[src/hdl/csw_pkg.sv]
// shared constants and types for the cipher mode switch handshake
package csw_pkg;

   // frame and multiframe number widths
   localparam int unsigned FRAME_W = 4;
   localparam int unsigned MFRAME_W = 24;
   // keystream initial value: frame, multiframe, zero pad
   localparam int unsigned IV_W = 35;
   localparam int unsigned IV_PAD_W = IV_W - FRAME_W - MFRAME_W;
   localparam logic [IV_PAD_W-1:0] IV_PAD = '0;

   // frame parity bit, even when clear
   localparam int unsigned PARITY_BIT = 0;

   // retry counts
   localparam int unsigned CNT_W = 3;
   localparam logic [CNT_W-1:0] CNT_ZERO = 3'h0;
   localparam logic [CNT_W-1:0] CNT_ONE = 3'h1;
   // portable end: requests in five even frames
   localparam logic [CNT_W-1:0] PT_REQ_MAX = 3'h5;
   // fixed end: confirms in odd frames 2S+1 .. 2S+11
   localparam logic [CNT_W-1:0] FT_CONF_MAX = 3'h6;

   // mode-switch control messages on the link
   typedef enum logic [2:0] {
      msg_start_req,
      msg_start_grant,
      msg_stop_req,
      msg_stop_grant,
      msg_on_confirm,
      msg_off_confirm
   } csw_msg_e;

   // request message for a target mode
   function automatic csw_msg_e req_msg(input logic to_enc);
      return to_enc ? msg_start_req : msg_stop_req;
   endfunction

   // grant message for a target mode
   function automatic csw_msg_e grant_msg(input logic to_enc);
      return to_enc ? msg_start_grant : msg_stop_grant;
   endfunction

   // confirm message for a target mode
   function automatic csw_msg_e conf_msg(input logic to_enc);
      return to_enc ? msg_on_confirm : msg_off_confirm;
   endfunction

endpackage

[src/hdl/csw_link_if.sv]
// link between portable and fixed ends: mode-switch messages
`timescale 1ns/10ps
interface csw_link_if;
   // portable to fixed
   logic pt_msg_vld;
   csw_pkg::csw_msg_e pt_msg;
   // fixed to portable
   logic ft_msg_vld;
   csw_pkg::csw_msg_e ft_msg;

   modport portable_terminal (
      output pt_msg_vld,
      output pt_msg,
      input ft_msg_vld,
      input ft_msg
   );

   modport fixed_terminal (
      input pt_msg_vld,
      input pt_msg,
      output ft_msg_vld,
      output ft_msg
   );
endinterface

[src/hdl/csw_portable_terminal.sv]
// portable end of the cipher mode switch handshake
`timescale 1ns/10ps
module csw_portable_terminal (
   // clock and reset
   input wire logic clk_sys,
   input wire logic srst,
   // frame timing from the burst controller
   input wire logic frame_tick,
   input wire logic half_tick,
   input wire logic [csw_pkg::FRAME_W-1:0] frame_num,
   input wire logic [csw_pkg::MFRAME_W-1:0] mframe_num,
   // upper-layer primitives
   input wire logic mode_switch_request_prim,
   input wire logic mode_switch_to_enc,
   output logic mode_switch_confirm_prim,
   output logic disconnect_indication_prim,
   // cipher steering for this connection
   output logic tx_encrypt,
   output logic rx_decrypt,
   output logic rx_discard,
   output logic switch_busy,
   output logic conn_released,
   output logic [csw_pkg::IV_W-1:0] keystream_iv,
   // air link
   csw_link_if.portable_terminal link
);

   typedef enum logic [1:0] {
      st_idle,
      st_wait_req,
      st_requesting,
      st_granting
   } csw_pt_state_e;

   csw_pt_state_e state_q;
   csw_pt_state_e state_d;
   logic target_q;
   logic [csw_pkg::CNT_W-1:0] cnt_q;
   logic tx_enc_q;
   logic rx_dec_q;
   logic discard_q;
   logic released_q;
   logic cfm_q;
   logic busy_q;
   logic dis_q;
   logic msg_vld_q;
   csw_pkg::csw_msg_e msg_q;
   logic [csw_pkg::IV_W-1:0] iv_q;

   // decoded frame events
   wire frame_even = ~frame_num[csw_pkg::PARITY_BIT];
   wire even_start = frame_tick & frame_even;
   wire even_send = half_tick & frame_even;
   wire req_take = mode_switch_request_prim & (state_q == st_idle)
                   & ~released_q;
   // confirms only counted in odd frames
   wire conf_seen = link.ft_msg_vld
                    & (link.ft_msg == csw_pkg::conf_msg(target_q))
                    & frame_num[csw_pkg::PARITY_BIT];
   wire conf_hit = (state_q == st_requesting) & conf_seen;
   wire tries_out = (cnt_q == csw_pkg::PT_REQ_MAX);
   wire give_up = (state_q == st_requesting) & even_send & tries_out
                  & ~conf_seen;
   wire send_req = (state_q != st_idle) & (state_q != st_granting)
                   & even_send & ~tries_out & ~conf_hit;
   wire send_grant = (state_q == st_granting) & even_send;

   always_comb begin
      state_d = state_q;
      unique case (state_q)
         st_idle: begin
            // only this end starts a switch
            if (req_take) begin
               state_d = st_wait_req;
            end
         end
         st_wait_req: begin
            if (send_req) begin
               state_d = st_requesting;
            end
         end
         st_requesting: begin
            if (conf_hit) begin
               state_d = st_granting;
            end else if (give_up) begin
               state_d = st_idle;
            end
         end
         st_granting: begin
            if (send_grant) begin
               state_d = st_idle;
            end
         end
      endcase
   end

   // busy kept in a flop so the output carries no decode
   always_ff @(posedge clk_sys) begin
      if (srst) begin
         state_q <= st_idle;
         busy_q <= 1'b0;
      end else begin
         state_q <= state_d;
         busy_q <= (state_d != st_idle);
      end
   end

   always_ff @(posedge clk_sys) begin
      if (srst) begin
         target_q <= 1'b0;
      end else if (req_take) begin
         target_q <= mode_switch_to_enc;
      end
   end

   // count requests sent, up to five
   always_ff @(posedge clk_sys) begin
      if (srst || req_take) begin
         cnt_q <= csw_pkg::CNT_ZERO;
      end else if (send_req) begin
         cnt_q <= cnt_q + csw_pkg::CNT_ONE;
      end
   end

   // message out only in second half of even frames
   // carried as a control-type T-field message
   // sent beside the cipher path, always clear
   always_ff @(posedge clk_sys) begin
      if (srst) begin
         msg_vld_q <= 1'b0;
         msg_q <= csw_pkg::msg_start_req;
      end else begin
         msg_vld_q <= send_req | send_grant;
         if (send_req) begin
            msg_q <= csw_pkg::req_msg(target_q);
         end else if (send_grant) begin
            msg_q <= csw_pkg::grant_msg(target_q);
         end
      end
   end

   // receive mode flips on the confirm itself
   // stop confirm field already read as clear
   // one mode shared by every bearer
   always_ff @(posedge clk_sys) begin
      if (srst || give_up) begin
         rx_dec_q <= 1'b0;
      end else if (conf_hit) begin
         rx_dec_q <= target_q;
      end
   end

   // transmit mode follows from the grant frame
   // clear from the stop grant frame onward
   always_ff @(posedge clk_sys) begin
      if (srst || give_up) begin
         tx_enc_q <= 1'b0;
      end else if ((state_q == st_granting) && even_start) begin
         tx_enc_q <= target_q;
      end
   end

   // discard from first request until confirm
   always_ff @(posedge clk_sys) begin
      if (srst) begin
         discard_q <= 1'b0;
      end else if (conf_hit || give_up) begin
         discard_q <= 1'b0;
      end else if (send_req) begin
         discard_q <= 1'b1;
      end
   end

   // released link stays down until reset
   always_ff @(posedge clk_sys) begin
      if (srst) begin
         released_q <= 1'b0;
      end else if (give_up) begin
         released_q <= 1'b1;
      end
   end

   // confirm reported upward as a pulse
   always_ff @(posedge clk_sys) begin
      if (srst) begin
         cfm_q <= 1'b0;
         dis_q <= 1'b0;
      end else begin
         cfm_q <= conf_hit;
         dis_q <= give_up;
      end
   end

   // reload value per frame: frame, multiframe, zero
   always_ff @(posedge clk_sys) begin
      if (srst) begin
         iv_q <= '0;
      end else if (frame_tick) begin
         iv_q <= {csw_pkg::IV_PAD, mframe_num, frame_num};
      end
   end

   // upper layer re-requests encryption after handover
   assign mode_switch_confirm_prim = cfm_q;
   assign disconnect_indication_prim = dis_q;
   assign tx_encrypt = tx_enc_q;
   assign rx_decrypt = rx_dec_q;
   assign rx_discard = discard_q;
   assign switch_busy = busy_q;
   assign conn_released = released_q;
   assign keystream_iv = iv_q;
   assign link.pt_msg_vld = msg_vld_q;
   assign link.pt_msg = msg_q;

endmodule

[src/flat_wrapper.sv]
// flat-port wrapper written by rule: the top's interface ports become plain ports
module csw_portable_terminal_flat 
  (clk_sys, srst, frame_tick, half_tick, frame_num, mframe_num, mode_switch_request_prim, mode_switch_to_enc, mode_switch_confirm_prim, disconnect_indication_prim, tx_encrypt, rx_decrypt, rx_discard, switch_busy, conn_released, keystream_iv, link_pt_msg_vld, link_pt_msg, link_ft_msg_vld, link_ft_msg);
  csw_link_if link_i ();
  input wire logic clk_sys;
  input wire logic srst;
  input wire logic frame_tick;
  input wire logic half_tick;
  input wire logic [csw_pkg::FRAME_W-1:0] frame_num;
  input wire logic [csw_pkg::MFRAME_W-1:0] mframe_num;
  input wire logic mode_switch_request_prim;
  input wire logic mode_switch_to_enc;
  output logic mode_switch_confirm_prim;
  output logic disconnect_indication_prim;
  output logic tx_encrypt;
  output logic rx_decrypt;
  output logic rx_discard;
  output logic switch_busy;
  output logic conn_released;
  output logic [csw_pkg::IV_W-1:0] keystream_iv;
  output wire logic [$bits(link_i.pt_msg_vld)-1:0] link_pt_msg_vld;
  output wire logic [$bits(link_i.pt_msg)-1:0] link_pt_msg;
  input wire logic [$bits(link_i.ft_msg_vld)-1:0] link_ft_msg_vld;
  input wire logic [$bits(link_i.ft_msg)-1:0] link_ft_msg;
  assign link_pt_msg_vld = link_i.pt_msg_vld;
  assign link_pt_msg = link_i.pt_msg;
  assign link_i.ft_msg_vld = link_ft_msg_vld;
  assign link_i.ft_msg = link_ft_msg;
  csw_portable_terminal u_core (.clk_sys(clk_sys), .srst(srst), .frame_tick(frame_tick), .half_tick(half_tick), .frame_num(frame_num), .mframe_num(mframe_num), .mode_switch_request_prim(mode_switch_request_prim), .mode_switch_to_enc(mode_switch_to_enc), .mode_switch_confirm_prim(mode_switch_confirm_prim), .disconnect_indication_prim(disconnect_indication_prim), .tx_encrypt(tx_encrypt), .rx_decrypt(rx_decrypt), .rx_discard(rx_discard), .switch_busy(switch_busy), .conn_released(conn_released), .keystream_iv(keystream_iv), .link(link_i));
endmodule
[config.mk]
export PLATFORM = sky130hd
export DESIGN_NAME = csw_portable_terminal_flat
export DESIGN_NICKNAME = d
export VERILOG_FILES = /design/src/hdl/csw_pkg.sv /design/src/hdl/csw_link_if.sv /design/src/hdl/csw_portable_terminal.sv /design/src/flat_wrapper.sv
export SDC_FILE = /design/constraint.sdc
export NUM_CORES = 1
export LEC_CHECK = 0
export ABC_AREA = 1
export BUFFER_PORTS_ARGS = -buffer_cell sky130_fd_sc_hd__buf_2
export CORE_ASPECT_RATIO = 1.75
export CORE_MARGIN = 2
export CORE_UTILIZATION = 45
export DETAILED_ROUTE_END_ITERATION = 8
export GPL_ROUTABILITY_DRIVEN = 0
export HOLD_SLACK_MARGIN = 0.12
export PLACE_DENSITY = 0.83
export SLEW_MARGIN = 10
export SYNTH_ARGS = -nofsm -noshare
export SYNTH_HDL_FRONTEND = slang
export SYNTH_SLANG_ARGS = --single-unit
[constraint.sdc]
create_clock -name clk_sys -period 1.7 [get_ports clk_sys]
set_clock_uncertainty 0.2 [all_clocks]
set_input_delay 0.34 -clock clk_sys [delete_from_list [all_inputs] [get_ports clk_sys]]
set_output_delay 0.34 -clock clk_sys [all_outputs]
set_load 0.02 [all_outputs]
==> out/results.txt <==
P_sw: 0.8712 mW
Setup crit start: u_core.state_q[0]
Sw Ratio: 0.3264
commonest register cell after synthesis: dfxtp_1
Clock Power Share: 0.257
# IOs: 84
Post-synth top cells: 65 x nor2_1, 44 x dfxtp_1, 32 x o21ai_0
RSZ-0062 raised after global routing: false
WP depth: 8
register share of total power: 0.455
Post-Syn Instances: 235
TritonCTS Buffers: 5
cell at the slowest stage of the critical path: dfxtp_2
Area Overhead vs Synth: 44.26%
Clock Pin Slew Worst Setup and Hold Paths: 80 ps
GRT overflow: 0
H-tree levels: 2
deepest clock path buffer count: 2
Initial Utilization: 0.4667
Ys Warns: 0
FF-to-FF End: u_core.switch_busy
post-DR wirelength/cell: 12.57 um
number of max-cap violations: 0
worst path cell trace: inv_1 -> ha_1 -> nand3_4 -> nand2_1 -> o21ai_1 -> inv_1 -> o21ai_2 -> nand2_1
WP data arrival: 1610 ps
fin crit share: 0.9575
Synth top area share: 0.4930
hold path startpoint: srst
Detailed Routing Iterations Pass 1: 6
clk root buf: clkbuf_8
peak per-stage delay on the critical path: 360 ps
num rows: 30
Synth cell types: 24
routed wire length: 4.864 mm
Detail Route Antenna Nets: 0
Final setup viols: 0
peak fanout along the critical path: 7
CP delay by family, top: flip-flops
sequential element share of the synthesized area: 0.4930
Final Hold Viols: 0
port bufs: 75
Residual DRC: 0
Total Routing Usage GR: 0.2337
proportion of synthesized flip-flops having asynchronous set or reset: 0
detailed-route via count: 1872
vias in the first global route: 1821
share of layout cells above drive strength 1: 0.2891
first-pass GRT wire length: 7.955 mm
CTS tree: done
CP Class: reg2reg
CP startpoint kind: register
Critical Path RT: 1680 ps
clk sinks: 44
Worst Setup EP: u_core.switch_busy
Slew Viols, Final: 0
Setup crit end kind: register
Setup Fix Bufs, Post-CTS: 0
die area: 4510 um^2
Final #Nets: 383
largest net degree at the start of global routing: 28
final setup TNS: 0 ps
Tmin final: 1628 ps
r2r setup slk: 70 ps
combinational power share: 0.287
Post-Syn Area: 1787 um^2
Die Width: 51.63 um
outcome: completed
most frequent cell after synthesis: nor2_1
syn avg cell area: 7.603 um^2
dpl hpwl: 3.159 mm
fmax: 614.4 MHz
worst skew pair latency: 280 ps
synth top area cells: dfxtp_1 49%, nor2_1 14%, o21ai_0 9.0%
Hold Path Depth: 2
reg2reg start: u_core.state_q[0]
Final Core Density: 0.6732
core area: 3829 um^2
drt initial violations: 39
Via density: 4.837
Max VDD drop: 695.7 uV
Pleak: 1.323 nW
WP buf/inv: 2
PD cells: 1036 nW/um^2
Post-synth EDFFs: 0
worst hold path type: in2reg
synthesized flop and latch total: 44
Int Pwr: 1.798 mW
area leader, netlist: dfxtp_1
Die Y-Extent: 87.36 um
reg2reg path depth: 8
antenna cells: 0
initial antenna violation count: 0
-- flip-flops by register name, summed over array words and instances (netlist names) --
register and flops:
u_core.state_q 2, u_core.switch_busy 1, u_core.conn_released 1, u_core.tx_encrypt 1, u_core.link.pt_msg_vld 1, u_core.rx_discard 1
u_core.keystream_iv 28, u_core.target_q 1, u_core.cnt_q 3, u_core.rx_decrypt 1, u_core.disconnect_indication_prim 1, u_core.link.pt_msg 2
u_core.mode_switch_confirm_prim 1
-- worst register-to-register path: cells and delay by family (launching register included) --
family                   cells  cell delay (ps)
adder cells (fa/ha/maj)      1              340
flip-flops                   1              360
buffers and inverters        2              160
AND/OR/NAND/NOR              3              250
AO/OA/AOI/OAI                2              210
-- power groups by stage --
| stage | combinational, mW | sequential [mW] | clock [mW] |
|---|---|---|---|
| global placement | 0.650 | 1.22 | 0 |
| floorplan | 0.392 | 1.30 | 0 |
| global route | 0.852 | 1.23 | 0.740 |
| finish | 0.767 | 1.22 | 0.687 |
| detailed placement | 0.672 | 1.22 | 0 |
| CTS | 0.739 | 1.20 | 0.706 |
-- worst min path at each step --
stage                            endpoint  slack (ps)
floorplan            u_core.conn_released         210
global placement        u_core.rx_decrypt         250
detailed placement      u_core.tx_encrypt         260
CTS                 u_core.link.pt_msg[0]         120
global route        u_core.link.pt_msg[0]         130
finish              u_core.link.pt_msg[0]         140
-- placed cells by master (no fill, tap or decap), drive strengths merged --
master / n
dfxtp: 44
a21oi: 6
xor2: 1
o31ai: 1
clkinv: 1
clkbuf: 7
nor2: 67
nand4: 2
nand3: 7
buf: 79
nor3b: 1
nand2: 24
nor3: 2
inv: 20
dlygate4sd3: 27
a211oi: 1
o21ai: 35
conb: 8
ha: 6
-- layout make-up --
type / count / area (um^2)
Fill cell: 318 / 1251
Timing Repair Buffer: 106 / 675.6
Tap cell: 48 / 60.06
Clock buffer: 7 / 96.34
Multi-Input combinational cell: 161 / 779.5
Inverter: 21 / 80.08
Sequential cell: 44 / 885.9
-- kinds of logic after synthesis --
kind of cell,share of synthesized area
and+or+nand+nor,0.2388
DFF,0.4930
AOI/OAI and AO/OA,0.1232
buffers and inverters,0.09593
adders and majority gates,0.04202
xor gates and xnor gates,0.004903
other,0.002099
-- metrics by stage --
step | instance area [um^2] | std cells | power [mW] | worst slack [ps] | hold slack [ps]
finish | 2577 | 387 | 2.669 | 72.29 | 137.2
global route | 2577 | 387 | 2.819 | 0.9088 | 133.1
CTS | 2562 | 387 | 2.650 | 5.800 | 122.3
detailed placement | 2187 | 353 | 1.895 | 33.25 | 264.5
global placement | 2187 | 353 | 1.870 | 81.32 | 249.0
floorplan | 1813 | 242 | 1.695 | 164.3 | 209.1
-- repair_timing --
action	CTS	global route
endpoints found under the hold margin	27	0
hold buffers	27	0
gates resized for setup	2	5
setup endpoints to repair	1	4
pin swaps	0	0
-- per-layer routing --
layer	part of all wire	global-route usage	vias up
li1	-	-	933
met1	0.37	0.2364	848
met2	0.54	0.4254	71
met3	0.047	0.04467	20
met4	0.042	0.1411	0
met5	0	0	-
(Power assumes the default switching activity.)
